==> src/asrf_pkg.sv <==
// Purpose: Shared constants of the audio serial register front end
// Assumes: Word-aligned byte offsets on a 6-bit register address
// Notes: Field positions and masks are used by the bank and its helpers
package asrf_pkg;
    // Register byte offsets
    localparam logic [5:0] OFF_CTRL = 6'h00;
    localparam logic [5:0] OFF_CLK0 = 6'h04;
    localparam logic [5:0] OFF_CLK1 = 6'h08;
    localparam logic [5:0] OFF_IEC = 6'h0C;
    localparam logic [5:0] OFF_IES = 6'h10;
    localparam logic [5:0] OFF_FLAG = 6'h14;
    localparam logic [5:0] OFF_SYNC = 6'h18;
    localparam logic [5:0] OFF_SER0 = 6'h20;
    localparam logic [5:0] OFF_SER1 = 6'h24;
    localparam logic [5:0] OFF_DAT0 = 6'h30;
    localparam logic [5:0] OFF_DAT1 = 6'h34;
    // One reserved word, watched by the read-zero check
    localparam logic [5:0] OFF_RSVD = 6'h1C;
    // Main control and sync-pending bit positions
    localparam int B_SOFT_RESET_BIT = 0;
    localparam int B_EN = 1;
    localparam int B_D0 = 8;
    localparam int B_D1 = 9;
    localparam int SYNC_W = 10;
    // Writable bits per register (everything else reads zero), then the sync bits a control write starts
    localparam logic [7:0] CTRL_MASK = 8'h3E;
    localparam logic [31:0] CLK_MASK = 32'hFFFD19FF;
    localparam logic [31:0] SER_MASK = 32'h07FFF7BF;
    localparam logic [15:0] IRQ_MASK = 16'h3333;
    localparam logic [SYNC_W-1:0] SYNC_CTRL_MASK = 10'h03E;
    localparam logic [SYNC_W-1:0] SYNC_SOFT_RESET_BIT_MASK = 10'h001;
    // Reset values
    localparam logic [7:0] CTRL_RESET = 8'h00;
    localparam logic [31:0] WORD_RESET = 32'h00000000;
    localparam logic [15:0] HALF_RESET = 16'h0000;
    // Interrupt flag positions of unit 0; unit 1 sits one bit higher
    localparam int IRQ_RXRDY = 0;
    localparam int IRQ_RXOR = 4;
    localparam int IRQ_TXRDY = 8;
    localparam int IRQ_TXUR = 12;
    // Cycles a synchronised operation counts down before its done cycle
    localparam logic [3:0] SYNC_CYCLES = 4'h3;
    localparam logic [3:0] CNT_ZERO = 4'h0;
    localparam logic [3:0] CNT_ONE = 4'h1;
endpackage

==> src/sync_if.sv <==
// Purpose: Start, pending and done lines of the sync tracker
// Assumes: One bit per synchronised operation
// Notes: Bit layout matches the sync_pending register
`timescale 1ns/1ps
interface sync_if;
    logic [9:0] start;
    logic [9:0] busy;
    logic [9:0] done;
    modport ctl (output start, input busy, input done);
    modport trk (input start, output busy, output done);
endinterface

==> src/audio_serial_reg_front_end.sv <==
// What this block does
// - Registers are 8, 10, 16 or 32 bits wide
// - Byte and halfword lanes writable on their own
// - Enable-protected registers frozen while module enabled
// - Guard protection blocks control and configuration writes
// - Control and data writes pass a sync stage
// - Control bits 7:6 always read zero
// - Control bits 5:4 switch serializers 1 and 0
// - Control bits 3:2 switch clock units 1 and 0
// - Busy set at once; repeat while busy errors
// - Soft reset clears all but sync_pending, overrides other bits
// - Control bit 1 enables the whole module
// - Interrupt while flag and its enable set
//
// Purpose: Register bank of a two-unit audio serial controller
// Assumes: Word-aligned byte address with byte enables, one clock
// Notes: Sync latency is fixed; data reads are returned unsynchronised
`timescale 1ns/1ps
module audio_serial_reg_front_end
    import asrf_pkg::*;
(
    input wire logic i_clk, // System clock, 40 MHz
    input wire logic i_resetn, // Async reset, active low
    input wire logic i_ce, // Clock enable, freezes state when low
    input wire logic [5:0] i_addr, // Byte address, low two bits ignored
    input wire logic [31:0] i_wdata, // Write data
    input wire logic [3:0] i_be, // Byte lane enables
    input wire logic i_wr, // Write strobe
    input wire logic i_rd, // Read strobe
    input wire logic i_wr_protect, // Access guard protection level
    input wire logic [1:0] i_rx_has_word, // Receive ready events
    input wire logic [1:0] i_tx_needs_word, // Transmit ready events
    input wire logic [1:0] i_rx_overflow, // Receive overrun events
    input wire logic [1:0] i_tx_starved, // Transmit underrun events
    output logic [31:0] o_rdata, // Read data, cycle after strobe
    output logic o_bus_err, // Bus error, cycle after strobe
    output logic o_irq, // Combined interrupt level
    output logic o_module_on, // Global enable in effect
    output logic [1:0] o_clock_unit_on, // Clock unit enables
    output logic [1:0] o_serializer_on // Serializer enables
);
    sync_if sif();

    logic [7:0] ctrl_r;
    logic [7:0] pend_r;
    logic [31:0] clk_cfg_r [2];
    logic [31:0] ser_cfg_r [2];
    logic [31:0] data_r [2];
    logic [15:0] irq_en_r;
    logic [15:0] flags_r;
    logic [31:0] rdata_r;
    logic err_r;
    logic irq_r;
    logic [7:0] ev_sync;
    logic [15:0] ev_set;
    logic [SYNC_W-1:0] start_nxt;
    logic err_nxt;
    logic sreset;
    logic cfg_ok;
    logic ctrl_wr;
    logic [15:0] w1_bits;

    // Address match, shared by write and read decode
    function automatic logic hit(input logic [5:0] a, input logic [5:0] o);
        hit = (a[5:2] == o[5:2]);
    endfunction

    // Lane merge so narrow accesses keep the other lanes
    function automatic logic [31:0] merge(input logic [31:0] old,
                                          input logic [31:0] wd,
                                          input logic [3:0] be,
                                          input logic [31:0] msk);
        logic [31:0] lane;
        lane = {{8{be[3]}}, {8{be[2]}}, {8{be[1]}}, {8{be[0]}}};
        merge = ((old & ~lane) | (wd & lane)) & msk;
    endfunction
    sync_tracker u_track (
        .i_clk(i_clk),
        .i_resetn(i_resetn),
        .i_ce(i_ce),
        .s(sif.trk)
    );
    sync2 #(.W(8)) u_ev (
        .i_clk(i_clk),
        .i_resetn(i_resetn),
        .i_ce(i_ce),
        .i_d({i_tx_starved, i_rx_overflow, i_tx_needs_word, i_rx_has_word}),
        .o_q(ev_sync)
    );

    // Event levels mapped onto the flag layout
    always_comb begin
        ev_set = HALF_RESET;
        ev_set[IRQ_RXRDY +: 2] = ev_sync[1:0];
        ev_set[IRQ_TXRDY +: 2] = ev_sync[3:2];
        ev_set[IRQ_RXOR +: 2] = ev_sync[5:4];
        ev_set[IRQ_TXUR +: 2] = ev_sync[7:6];
    end
    assign sreset = sif.done[B_SOFT_RESET_BIT];
    // Configs writable only when disabled and unguarded
    assign cfg_ok = !ctrl_r[B_EN] && !i_wr_protect;
    assign ctrl_wr = i_wr && hit(i_addr, OFF_CTRL) && i_be[0]
                     && !i_wr_protect;
    // Write-one lanes of the interrupt registers
    assign w1_bits = i_wdata[15:0] & {{8{i_be[1]}}, {8{i_be[0]}}} & IRQ_MASK;
    // Sync starts and bus errors for repeated pending operations
    always_comb begin
        start_nxt = '0;
        err_nxt = 1'b0;
        if (ctrl_wr) begin
            if (i_wdata[B_SOFT_RESET_BIT]) begin
                if (|(sif.busy & SYNC_SOFT_RESET_BIT_MASK)) begin
                    err_nxt = 1'b1;
                end else begin
                    start_nxt = SYNC_SOFT_RESET_BIT_MASK;
                end
            end else if (|(sif.busy & SYNC_CTRL_MASK)) begin
                err_nxt = 1'b1;
            end else begin
                start_nxt = SYNC_CTRL_MASK;
            end
        end
        if (i_wr && hit(i_addr, OFF_DAT0) && |i_be) begin
            if (sif.busy[B_D0]) begin
                err_nxt = 1'b1;
            end else begin
                start_nxt[B_D0] = 1'b1;
            end
        end
        if (i_wr && hit(i_addr, OFF_DAT1) && |i_be) begin
            if (sif.busy[B_D1]) begin
                err_nxt = 1'b1;
            end else begin
                start_nxt[B_D1] = 1'b1;
            end
        end
    end
    assign sif.start = start_nxt;
    // Main control: written value held until its sync completes
    always_ff @(posedge i_clk or negedge i_resetn) begin
        if (!i_resetn) begin
            ctrl_r <= CTRL_RESET;
            pend_r <= CTRL_RESET;
        end else if (i_ce) begin
            if (sreset) begin
                ctrl_r <= CTRL_RESET;
                pend_r <= CTRL_RESET;
            end else begin
                if (ctrl_wr && !i_wdata[B_SOFT_RESET_BIT] && !err_nxt) begin
                    pend_r <= i_wdata[7:0] & CTRL_MASK;
                end
                if (sif.done[B_EN]) begin
                    ctrl_r <= pend_r;
                end
            end
        end
    end

    // Clock-unit and serializer configs, lane by lane
    genvar u;
    generate
        for (u = 0; u < 2; u++) begin : g_unit
            localparam logic [5:0] OC = u ? OFF_CLK1 : OFF_CLK0;
            localparam logic [5:0] OS = u ? OFF_SER1 : OFF_SER0;
            localparam logic [5:0] OD = u ? OFF_DAT1 : OFF_DAT0;
            always_ff @(posedge i_clk or negedge i_resetn) begin
                if (!i_resetn) begin
                    clk_cfg_r[u] <= WORD_RESET;
                    ser_cfg_r[u] <= WORD_RESET;
                end else if (i_ce) begin
                    if (sreset) begin
                        clk_cfg_r[u] <= WORD_RESET;
                        ser_cfg_r[u] <= WORD_RESET;
                    end else if (i_wr && cfg_ok) begin
                        if (hit(i_addr, OC)) begin
                            clk_cfg_r[u] <= merge(clk_cfg_r[u], i_wdata,
                                                  i_be, CLK_MASK);
                        end
                        if (hit(i_addr, OS)) begin
                            ser_cfg_r[u] <= merge(ser_cfg_r[u], i_wdata,
                                                  i_be, SER_MASK);
                        end
                    end
                end
            end
            // Holding word; a write while pending is dropped
            always_ff @(posedge i_clk or negedge i_resetn) begin
                if (!i_resetn) begin
                    data_r[u] <= WORD_RESET;
                end else if (i_ce) begin
                    if (sreset) begin
                        data_r[u] <= WORD_RESET;
                    end else if (i_wr && hit(i_addr, OD)
                                 && sif.start[u ? B_D1 : B_D0]) begin
                        data_r[u] <= merge(data_r[u], i_wdata, i_be,
                                           32'hFFFFFFFF);
                    end
                end
            end
        end
    endgenerate

    // Interrupt enables; set and clear views share one store
    always_ff @(posedge i_clk or negedge i_resetn) begin
        if (!i_resetn) begin
            irq_en_r <= HALF_RESET;
        end else if (i_ce) begin
            if (sreset) begin
                irq_en_r <= HALF_RESET;
            end else if (i_wr && hit(i_addr, OFF_IES)) begin
                irq_en_r <= irq_en_r | w1_bits;
            end else if (i_wr && hit(i_addr, OFF_IEC)) begin
                irq_en_r <= irq_en_r & ~w1_bits;
            end
        end
    end

    // Sticky flags; a new event wins over a same-cycle clear
    always_ff @(posedge i_clk or negedge i_resetn) begin
        if (!i_resetn) begin
            flags_r <= HALF_RESET;
        end else if (i_ce) begin
            if (sreset) begin
                flags_r <= HALF_RESET;
            end else if (i_wr && hit(i_addr, OFF_FLAG)) begin
                flags_r <= (flags_r & ~w1_bits) | ev_set;
            end else begin
                flags_r <= flags_r | ev_set;
            end
        end
    end

    // Interrupt level, registered for a clean output
    always_ff @(posedge i_clk or negedge i_resetn) begin
        if (!i_resetn) begin
            irq_r <= 1'b0;
        end else if (i_ce) begin
            irq_r <= |(flags_r & irq_en_r);
        end
    end

    // Read mux; narrow registers sit in the low lanes
    always_ff @(posedge i_clk or negedge i_resetn) begin
        if (!i_resetn) begin
            rdata_r <= WORD_RESET;
            err_r <= 1'b0;
        end else if (i_ce) begin
            err_r <= err_nxt;
            rdata_r <= WORD_RESET;
            if (i_rd) begin
                if (hit(i_addr, OFF_CTRL)) begin
                    rdata_r <= {24'h000000, ctrl_r & CTRL_MASK};
                end else if (hit(i_addr, OFF_CLK0)) begin
                    rdata_r <= clk_cfg_r[0];
                end else if (hit(i_addr, OFF_CLK1)) begin
                    rdata_r <= clk_cfg_r[1];
                end else if (hit(i_addr, OFF_IEC) | hit(i_addr, OFF_IES)) begin
                    rdata_r <= {16'h0000, irq_en_r};
                end else if (hit(i_addr, OFF_FLAG)) begin
                    rdata_r <= {16'h0000, flags_r};
                end else if (hit(i_addr, OFF_SYNC)) begin
                    rdata_r <= {22'h0, sif.busy};
                end else if (hit(i_addr, OFF_SER0)) begin
                    rdata_r <= ser_cfg_r[0];
                end else if (hit(i_addr, OFF_SER1)) begin
                    rdata_r <= ser_cfg_r[1];
                end else if (hit(i_addr, OFF_DAT0)) begin
                    rdata_r <= data_r[0];
                end else if (hit(i_addr, OFF_DAT1)) begin
                    rdata_r <= data_r[1];
                end
            end
        end
    end

    assign o_rdata = rdata_r;
    assign o_bus_err = err_r;
    assign o_irq = irq_r;
    assign o_module_on = ctrl_r[B_EN];
    assign o_clock_unit_on = ctrl_r[3:2];
    assign o_serializer_on = ctrl_r[5:4];

    // Checks
    property p_ctrl_zero;
        @(posedge i_clk) disable iff (!i_resetn)
        (i_ce && i_rd && hit(i_addr, OFF_CTRL)) |=> (o_rdata[7:6] == 2'b00);
    endproperty
    a_ctrl_zero: assert property (p_ctrl_zero)
        else $error("control reserved bits read nonzero");
    property p_unmapped;
        @(posedge i_clk) disable iff (!i_resetn)
        (i_ce && i_rd && hit(i_addr, OFF_RSVD)) |=> (o_rdata == WORD_RESET);
    endproperty
    a_unmapped: assert property (p_unmapped)
        else $error("reserved address read nonzero");
    property p_enprot;
        @(posedge i_clk) disable iff (!i_resetn)
        (ctrl_r[B_EN] && !sreset) |=> $stable(clk_cfg_r[0]);
    endproperty
    a_enprot: assert property (p_enprot)
        else $error("config changed while enabled");
    property p_wprot;
        @(posedge i_clk) disable iff (!i_resetn)
        (i_wr_protect && !sreset) |=> $stable(ser_cfg_r[1]) && $stable(pend_r);
    endproperty
    a_wprot: assert property (p_wprot)
        else $error("protected write took effect");
    property p_busy_err;
        @(posedge i_clk) disable iff (!i_resetn)
        (i_ce && ctrl_wr && !i_wdata[B_SOFT_RESET_BIT] && sif.busy[B_EN]) |=> o_bus_err;
    endproperty
    a_busy_err: assert property (p_busy_err)
        else $error("missing bus error on busy write");
    property p_busy_set;
        @(posedge i_clk) disable iff (!i_resetn)
        (i_ce && ctrl_wr && !i_wdata[B_SOFT_RESET_BIT] && !err_nxt)
        |=> sif.busy[B_EN] ##1 sif.busy[B_EN];
    endproperty
    a_busy_set: assert property (p_busy_set)
        else $error("sync pending not held");
    property p_apply;
        @(posedge i_clk) disable iff (!i_resetn)
        (i_ce && sif.done[B_EN] && !sreset) |=> (ctrl_r == $past(pend_r));
    endproperty
    a_apply: assert property (p_apply)
        else $error("control not applied after sync");
    property p_soft_reset_bit;
        @(posedge i_clk) disable iff (!i_resetn)
        (i_ce && sreset) |=> (ctrl_r == CTRL_RESET && irq_en_r == HALF_RESET);
    endproperty
    a_soft_reset_bit: assert property (p_soft_reset_bit)
        else $error("soft reset left state");
    property p_irq;
        @(posedge i_clk) disable iff (!i_resetn)
        i_ce |=> (o_irq == |($past(flags_r) & $past(irq_en_r)));
    endproperty
    a_irq: assert property (p_irq)
        else $error("interrupt level mismatch");
endmodule

==> src/sync2.sv <==
// Purpose: Two-flop synchroniser for event pins
// Assumes: Inputs are levels from outside the clock domain
// Notes: First stage feeds only the second stage
`timescale 1ns/1ps
module sync2 #(
    parameter int W = 8
) (
    input wire logic i_clk, // System clock
    input wire logic i_resetn, // Async reset, active low
    input wire logic i_ce, // Clock enable
    input wire logic [W-1:0] i_d, // Asynchronous levels
    output logic [W-1:0] o_q // Synchronised levels
);
    logic [W-1:0] meta_r;

    // Two stages; metastability settles in the first
    always_ff @(posedge i_clk or negedge i_resetn) begin
        if (!i_resetn) begin
            meta_r <= '0;
            o_q <= '0;
        end else if (i_ce) begin
            meta_r <= i_d;
            o_q <= meta_r;
        end
    end
endmodule

==> src/sync_tracker.sv <==
// Purpose: Pending counters for synchronised operations
// Assumes: Start pulses are one cycle long
// Notes: Fixed latency stands in for the core-clock round trip
`timescale 1ns/1ps
module sync_tracker
    import asrf_pkg::*;
(
    input wire logic i_clk, // System clock
    input wire logic i_resetn, // Async reset, active low
    input wire logic i_ce, // Clock enable
    sync_if.trk s // Start in, busy and done out
);
    genvar g;
    generate
        for (g = 0; g < SYNC_W; g++) begin : g_op
            logic [3:0] cnt_r;
            logic done_r;
            // Busy from the edge after start through the done pulse
            always_ff @(posedge i_clk or negedge i_resetn) begin
                if (!i_resetn) begin
                    cnt_r <= CNT_ZERO;
                    done_r <= 1'b0;
                end else if (i_ce) begin
                    done_r <= (cnt_r == CNT_ONE);
                    if (s.start[g]) begin
                        cnt_r <= SYNC_CYCLES;
                    end else if (cnt_r != CNT_ZERO) begin
                        cnt_r <= cnt_r - CNT_ONE;
                    end
                end
            end
            // Registered only: start is decided from busy, so no loop
            assign s.busy[g] = (cnt_r != CNT_ZERO) | done_r;
            assign s.done[g] = done_r;
        end
    endgenerate
endmodule
==> config.mk <==
export PLATFORM = sky130hd
export DESIGN_NAME = audio_serial_reg_front_end
export DESIGN_NICKNAME = d
export VERILOG_FILES = /design/src/asrf_pkg.sv /design/src/sync_if.sv /design/src/audio_serial_reg_front_end.sv /design/src/sync2.sv /design/src/sync_tracker.sv
export SDC_FILE = /design/constraint.sdc
export NUM_CORES = 1
export LEC_CHECK = 0
export BUFFER_PORTS_ARGS = -buffer_cell sky130_fd_sc_hd__buf_2
export CAP_MARGIN = 30
export CORE_MARGIN = 5
export CORE_UTILIZATION = 65
export CTS_CLUSTER_DIAMETER = 50
export DETAILED_ROUTE_END_ITERATION = 8
export PLACE_DENSITY = 0.91
export SLEW_MARGIN = 20
export SYNTH_ARGS = -nofsm -noshare
export SYNTH_HDL_FRONTEND = slang
export SYNTH_SLANG_ARGS = --single-unit
==> constraint.sdc <==
create_clock -name i_clk -period 3.26 [get_ports i_clk]
set_input_delay 0.326 -clock i_clk [delete_from_list [all_inputs] [get_ports i_clk]]
set_output_delay 0.326 -clock i_clk [all_outputs]
set_load 0.02 [all_outputs]
=== After elaboration in Yosys (flattened, before gate mapping) ===
Index checks and enable logic that the tools add are counted.

* $add $sub $neg: 10
* Equal/unequal tests: 20
* Mux-type cells: 72
* Bitwise operators: 33
* Reductions and logical operators: 73

{| class="wikitable"
|+ Operator list
! kind !! count
|-
| $mux W32 || 27
|-
| $and A32 B32 Y32 || 5
|-
| $or A32 B32 Y32 || 4
|-
| $mux W16 || 5
|-
| $mux W4 || 20
|-
| $and A27 B27 Y27 || 2
|-
| $or A27 B27 Y27 || 2
|-
| $and A16 B16 Y16 || 3
|-
| $or A16 B14 Y16 || 3
|-
| $eq A4 B1 Y1 const B || 11
|-
| $reduce_bool A4 Y1 || 10
|-
| $sub A4 B1 Y4 const B || 10
|-
| $reduce_bool A2 Y1 || 19
|-
| $not A32 Y32 || 1
|-
| $mux W6 || 5
|-
| $reduce_and A2 Y1 || 15
|-
| $mux W10 || 2
|-
| $eq A4 B4 Y1 const B || 4
|-
| $logic_and A1 B1 Y1 || 16
|-
| $not A14 Y16 || 1
|-
| $reduce_or A16 Y1 || 1
|-
| $and A14 B14 Y14 || 1
|-
| $mux W1 || 13
|-
| $eq A4 B3 Y1 const B || 3
|-
| other kinds (8) || 25
|}

* Bits in registers: 336
* Input bits: 56

=== Longest topological paths before layout ===
* Depth after elaboration: 14
* Gate-level depth with buffers: 8
* Gate-level depth less buffers: 6

=== By module ===
Synthesis repeated with hierarchy kept, for this count alone.

* Cell total of the unflattened synthesis: 1634
* Area, all modules: 15247.1 um^2

{| class="wikitable"
|+ By module, submodules not included
! module !! instances !! cells each !! area each (um^2) !! sequential area each (um^2)
|-
| audio_serial_reg_front_end || 1 || 1292 || 11614.9 || 5655.4
|-
| sync_tracker || 1 || 308 || 2982.9 || 1251.2
|-
| sync2 || 1 || 34 || 649.4 || 400.4
|}

=== Worst setup path after synthesis ===
No wires, ideal clock.

* Path kind: reg-to-reg
* Start: reg u_track.g_op[8].cnt_r[0]
* End: reg data_r[54] (netlist name)
* Arrival: 2.003 ns
* Data required time: 3.114 ns
* Setup slack: 1.111 ns
* Cell stages (with the launch flop): 8
* Path buffers: 1
* Path through: dfrtp_1 -> inv_1 -> ha_1 -> nor4b_1 -> nand4_1 -> clkbuf_1 -> nand3_1 -> o221ai_1

* Word-level cells in the longest chain between the ends: 7

{| class="wikitable"
|+ Ends and longest elaborated chain
! item !! line !! source
|-
| start, declared || sync_tracker.sv:16 || <nowiki>logic [3:0] cnt_r;</nowiki>
|-
| start signal, assigned || sync_tracker.sv:28 || <nowiki>cnt_r <= cnt_r - CNT_ONE;</nowiki>
|-
| $reduce_bool A4 Y1 || sync_tracker.sv:33 || <nowiki>assign s.busy[g] = (cnt_r != CNT_ZERO) | done_r;</nowiki>
|-
| $or A1 B1 Y1 || sync_tracker.sv:33 ||
|-
| $mux W1 || audio_serial_reg_front_end.sv:124 || <nowiki>if (sif.busy[B_D0]) begin</nowiki>
|-
| $mux W1 || audio_serial_reg_front_end.sv:123 || <nowiki>if (i_wr && hit(i_addr, OFF_DAT0) && |i_be) begin</nowiki>
|-
| $logic_and A1 B1 Y1 || audio_serial_reg_front_end.sv:194 || <nowiki>&& sif.start[u ? B_D1 : B_D0]) begin</nowiki>
|-
| $reduce_bool A2 Y1 (no line) || n/a ||
|-
| $reduce_and A2 Y1 (no line) || n/a ||
|-
| end signal, assigned by index || audio_serial_reg_front_end.sv:195 || <nowiki>data_r[u] <= merge(data_r[u], i_wdata, i_be,</nowiki>
|-
| end, declared || audio_serial_reg_front_end.sv:48 || <nowiki>logic [31:0] data_r [2];</nowiki>
|}

No other way between the ends.
A chain may end at the register's enable or synchronous reset.

=== Worst setup path in the final report ===
* Start: reg u_track.g_op[5].cnt_r[0]
* End: reg u_track.g_op[4].cnt_r[1]

* Word-level cells in the longest chain between the ends: 8

{| class="wikitable"
|+ Ends and longest elaborated chain
! item !! line !! source
|-
| start, declared || sync_tracker.sv:16 ||
|-
| start signal, assigned || sync_tracker.sv:28 ||
|-
| $reduce_bool A4 Y1 (*) || sync_tracker.sv:33 ||
|-
| $or A1 B1 Y1 (*) || sync_tracker.sv:33 ||
|-
| $reduce_or A5 Y1 (*) || audio_serial_reg_front_end.sv:117 || <nowiki>end else if (|(sif.busy & SYNC_CTRL_MASK)) begin</nowiki>
|-
| $mux W6 (*) || audio_serial_reg_front_end.sv:117 ||
|-
| $mux W10 (*) || audio_serial_reg_front_end.sv:111 || <nowiki>if (i_wdata[B_SOFT_RESET_BIT]) begin</nowiki>
|-
| $mux W10 (*) || audio_serial_reg_front_end.sv:110 || <nowiki>if (ctrl_wr) begin</nowiki>
|-
| $reduce_bool A2 Y1 (no line) || n/a ||
|-
| $reduce_and A2 Y1 (no line) || n/a ||
|-
| end signal, assigned || sync_tracker.sv:28 ||
|-
| end, declared || sync_tracker.sv:16 ||
|}

Every way passes the cells marked *; elsewhere a longest branch is shown, timed or not.

==> metrics.txt <==
# TYPE chip_impl_metric gauge
chip_impl_info{name="status",value="completed"} 1
chip_impl_metric{name="nNetsFinal",unit=""} 1813
chip_impl_metric{name="detail_route.first_pass.iterations",unit=""} 6
chip_impl_metric{name="p_sw_share",unit="%"} 34.6
chip_impl_metric{name="max_stage_delay",unit="ns"} 0.75
chip_impl_metric{name="synth_seq_area_share",unit="%"} 47.2
chip_impl_metric{name="place.port_buffers",unit=""} 92
chip_impl_metric{name="setup-tns-final",unit="ns"} 0
chip_impl_info{name="worst_path_dominant_cell_family",value="simple AND/OR/NAND/NOR gates"} 1
chip_impl_metric{name="die_area",unit="sq mm"} 0.0270
chip_impl_metric{name="global_route.usage.total",unit="%"} 36.3
chip_impl_metric{name="p_int",unit="mW"} 8.05
chip_impl_metric{name="min_period_over_period",unit="%"} 84.2
chip_impl_metric{name="drive_above_1_share",unit="%"} 14.0
chip_impl_metric{name="share_of_total_power_in_combinational_logic",unit="%"} 26.6
chip_impl_metric{name="timing_worst_slew_pin_value",unit="ns"} 0.912
chip_impl_metric{name="clk_latency",unit="ns"} 0.52
chip_impl_info{name="category_of_the_worst_setup_path_launch_point",value="flip-flop"} 1
chip_impl_metric{name="clock_tree.buffer_depth",unit=""} 3
chip_impl_metric{name="asyncSetResetFlopFracSynth",unit="%"} 100
chip_impl_metric{name="total_leakage_power",unit="nW"} 7.79
chip_impl_metric{name="critPathMaxFanout",unit=""} 8
chip_impl_metric{name="totalPowerFinal",unit="mW"} 12.3
chip_impl_metric{name="clock_power_share",unit="%"} 32.3
chip_impl_metric{name="grt_overflow",unit=""} 0
chip_impl_metric{name="ys_ff_latch",unit=""} 292
chip_impl_metric{name="grt_max_degree",unit=""} 96
chip_impl_metric{name="io_pins",unit=""} 95
chip_impl_metric{name="cts_buffers",unit=""} 35
chip_impl_metric{name="postLayoutSetupSlackWorst",unit="ns"} 0.514
chip_impl_metric{name="setup_viol_count_final",unit=""} 0
chip_impl_metric{name="chipHeight",unit="um"} 164
chip_impl_metric{name="cp.arrival",unit="ns"} 3.17
chip_impl_metric{name="largest_vdd_supply_drop",unit="uV"} 477
chip_impl_metric{name="yosysWarningCount",unit=""} 0
chip_impl_metric{name="wl_per_cell",unit="um"} 23.7
chip_impl_metric{name="grt_pass1_wl",unit="um"} 77500
chip_impl_metric{name="fin_worst_skew",unit="ns"} 0.0230
chip_impl_metric{name="clk_pin_slew_worst_paths",unit="ns"} 0.06
chip_impl_metric{name="cellPowerDensity",unit="mW/mm^2"} 706
chip_impl_metric{name="seq_power_share",unit="%"} 41.1
chip_impl_metric{name="slew_violations",unit=""} 0
chip_impl_info{name="worst_setup_path_end_kind",value="flip-flop"} 1
chip_impl_metric{name="syn_nets",unit=""} 1767
chip_impl_metric{name="netlist_instances",unit=""} 1685
chip_impl_metric{name="cp.required",unit="ns"} 3.68
chip_impl_metric{name="post-place-ws",unit="ns"} 0.557
chip_impl_metric{name="numClockSinks",unit=""} 292
chip_impl_metric{name="mappedNetlistArea",unit="sq mm"} 0.0155
chip_impl_metric{name="antenna_found_initial",unit=""} 1
chip_impl_info{name="crit_path_top_delay_cell",value="sky130_fd_sc_hd__or4_1"} 1
chip_impl_metric{name="power_switching",unit="mW"} 4.26
chip_impl_metric{name="diodes",unit=""} 0
chip_impl_metric{name="vias",unit=""} 14716
chip_impl_metric{name="final_hold_viol_count",unit=""} 0
chip_impl_metric{name="hold_buffers",unit=""} 1
chip_impl_metric{name="cts_setup_buffers",unit=""} 0
chip_impl_metric{name="slew-limit-headroom",unit="%"} 39.1
chip_impl_info{name="ys.flop_type",value="sky130_fd_sc_hd__dfrtp_1"} 1
chip_impl_metric{name="route.final.wire_length",unit="um"} 49000
chip_impl_info{name="crit_type",value="reg -> reg"} 1
chip_impl_metric{name="cts.repair.resized",unit=""} 0
chip_impl_metric{name="dieWidth",unit="um"} 164
chip_impl_info{name="cts_tree",value="done"} 1
chip_impl_metric{name="initial_utilization",unit="%"} 65.9
chip_impl_metric{name="post-route-drc-count",unit=""} 0
chip_impl_info{name="hp-class",value="in -> reg"} 1
chip_impl_metric{name="fmaxAchievable",unit="MHz"} 364
chip_impl_metric{name="synthesis.area_per_instance",unit="sq um"} 9.18
chip_impl_metric{name="hold_slack",unit="ns"} 0.0505
chip_impl_metric{name="first_global_vias",unit=""} 14576
chip_impl_metric{name="cts_max_level",unit=""} 2
chip_impl_metric{name="synthToLayoutAreaGrowth",unit="%"} 12.8
chip_impl_metric{name="netlist-cell-type-count",unit=""} 66
chip_impl_info{name="timing.critical_path.cells",value="inv_1 -> ha_1 -> nor4b_1 -> nand4_1 -> or4_1 -> o211ai_2"} 1
chip_impl_metric{name="core_area",unit="sq mm"} 0.0235
chip_impl_metric{name="synth_edf_count",unit=""} 0
chip_impl_metric{name="postRouteAntennaNets",unit=""} 0
chip_impl_metric{name="post-route-min-period",unit="ns"} 2.75
chip_impl_info{name="clk_root_buffer_cell",value="sky130_fd_sc_hd__clkbuf_16"} 1
chip_impl_metric{name="drt_iter0_markers",unit=""} 2122
chip_impl_info{name="rsz_0062_raised_after_global_routing",value="no"} 1
chip_impl_metric{name="max_cap_violations",unit=""} 0
chip_impl_metric{name="dp_hpwl",unit="um"} 31700
chip_impl_metric{name="global_placer_s_final_weighted_congestion",unit=""} 1.03
chip_impl_metric{name="drt-vias-per-instance",unit=""} 7.11
chip_impl_metric{name="worst_path_bufs_invs",unit=""} 1
chip_impl_metric{name="core_rows",unit=""} 56
==> worst register-to-register path, cell delays in order, from the launching register on <==
cell and delay [ns]:
sky130_fd_sc_hd__dfrtp_1 0.44, sky130_fd_sc_hd__inv_1 0.13, sky130_fd_sc_hd__ha_1 0.22, sky130_fd_sc_hd__nor4b_1 0.64, sky130_fd_sc_hd__nand4_1 0.33, sky130_fd_sc_hd__or4_1 0.75, sky130_fd_sc_hd__o211ai_2 0.15
==> final cells by class <==
cell class              instances  area [sq um]
well taps                     319           399
flip-flops and latches        292          7310
clock inverters                13           203
multi-input cells            1143          7240
fillers                      1548          6020
clock buffers                  45           953
inverters                     115           432
repair buffers                144           913
==> power by group through the flow <==
stage	registers [mW]	clock network, mW	logic (mW)
after global placement	5.01	0	2.92
after floorplan	4.91	0	2.19
after detailed placement	5.07	0	3.14
after CTS	5.03	3.97	3.20
final	5.06	3.98	3.27
after global routing	5.13	4.13	3.59
==> through the flow <==
step	utilization, %	cells	cell area (sq um)
floorplan	-	1685	15500
global placement	69.3	2011	16300
detailed placement	69.4	2012	16300
CTS	74.3	2071	17400
global route	74.3	2071	17400
finish	74.3	2071	17400
==> final timing paths <==
| check | endpoint | cells after the start | startpoint | slack (ns) |
|---|---|---|---|---|
| worst max-delay path | u_track.g_op[4].cnt_r[1]$_DFFE_PN0P_ | 6 | u_track.g_op[5].cnt_r[0]$_DFFE_PN0P_ | 0.51 |
| worst min-delay path | u_ev.meta_r[7]$_DFFE_PN0P_ | 2 | i_tx_starved[1] | 0.05 |
| worst max register to register | u_track.g_op[4].cnt_r[1]$_DFFE_PN0P_ | 6 | u_track.g_op[5].cnt_r[0]$_DFFE_PN0P_ | 0.51 |
| worst min register to register | o_rdata[28]$_DFFE_PN0P_ | 1 | o_rdata[28]$_DFFE_PN0P_ | 0.49 |
| max in group asynchronous | pend_r[3]$_DFFE_PN0P_ | 3 | i_resetn | 1.93 |
| min in group asynchronous | o_rdata[28]$_DFFE_PN0P_ | 2 | i_resetn | 0.44 |
==> logic make-up (layout without fill, tap and decap cells) <==
group	Yosys count	in the layout	synth area share, %
AOI/OAI and AO/OA	554	554	24.9
and+or+nand+nor	495	495	14.9
DFF	292	292	47.2
buffers and inverters	250	317	6.18
muxes	52	52	3.79
adders and majority gates	26	26	2.10
xor gates and xnor gates	16	16	0.906
==> cell usage in the layout, fill, tap and decap left out, types with 6 or more instances in the layout <==
master	instances
sky130_fd_sc_hd__o311ai_0	35
sky130_fd_sc_hd__clkbuf_1	6
sky130_fd_sc_hd__o211ai_1	92
sky130_fd_sc_hd__mux2_2	23
sky130_fd_sc_hd__o31ai_1	10
sky130_fd_sc_hd__a221o_1	9
sky130_fd_sc_hd__o32ai_1	12
sky130_fd_sc_hd__o21ai_0	146
sky130_fd_sc_hd__and3_1	12
sky130_fd_sc_hd__a21o_1	6
sky130_fd_sc_hd__ha_1	26
sky130_fd_sc_hd__inv_1	112
sky130_fd_sc_hd__nand3_1	48
sky130_fd_sc_hd__nor2b_1	13
sky130_fd_sc_hd__nor3_1	11
sky130_fd_sc_hd__a22o_1	22
sky130_fd_sc_hd__a22oi_1	16
sky130_fd_sc_hd__clkbuf_16	35
sky130_fd_sc_hd__xnor2_1	8
sky130_fd_sc_hd__buf_4	47
sky130_fd_sc_hd__xor2_1	8
sky130_fd_sc_hd__nor2_1	58
sky130_fd_sc_hd__dfrtp_1	291
sky130_fd_sc_hd__a21oi_1	61
sky130_fd_sc_hd__nand4_1	29
sky130_fd_sc_hd__nand2b_1	18
sky130_fd_sc_hd__a211o_1	10
sky130_fd_sc_hd__nor4_1	8
sky130_fd_sc_hd__buf_2	91
sky130_fd_sc_hd__nand2_1	258
sky130_fd_sc_hd__o221ai_1	50
sky130_fd_sc_hd__mux2i_1	26
sky130_fd_sc_hd__o22ai_1	32
sky130_fd_sc_hd__nor4b_1	7
sky130_fd_sc_hd__o2bb2ai_1	18
==> routing by layer <==
metal | share of wire, % | vias up | track usage [%]
met5 | 0 | - | 0
met4 | 4.9 | 0 | 16.8
met3 | 13 | 232 | 10.6
met2 | 45 | 1113 | 56.0
met1 | 37 | 7107 | 47.8
li1 | - | 6264 | -
==> synth_stat cells (all sizes together) (4+ instances only) <==
master	count	area [sq um]
a22oi	16	120
inv	114	428
a22o	22	193
o311ai	35	307
xnor2	8	70.1
a221o	9	90.1
buf	25	111
nand4	29	181
a21o	6	45.0
a221oi	5	43.8
nor3	12	65.1
o221ai	50	438
o2bb2ai	18	158
mux2	23	259
nand4b	4	35.0
a211o	10	87.6
and3	12	75.1
nor4b	8	70.1
dfrtp	292	7310
o31ai	10	75.1
o32ai	12	105
and2	5	31.3
or2	5	31.3
a211oi	5	37.5
o21ai	147	736
xor2	8	70.1
clkbuf	110	413
mux2i	26	260
nand2b	18	113
nor2b	14	87.6
nor4	8	50.1
nand2	258	968
a21oi	63	315
o211ai	96	741
nand3	48	240
o22ai	32	200
ha	26	325
nor2	58	218
==> sequential cells by signal (all words and copies together) (netlist names) <==
signal,cells
o_bus_err,1
clk_cfg_r,52
u_track.g_op.cnt_r,40
ctrl_r,5
o_rdata,32
o_irq,1
irq_en_r,8
flags_r,8
u_ev.meta_r,8
pend_r,5
ser_cfg_r,50
u_track.g_op.done_r,10
data_r,64
u_ev.o_q,8
(Power assumes the default switching activity.)
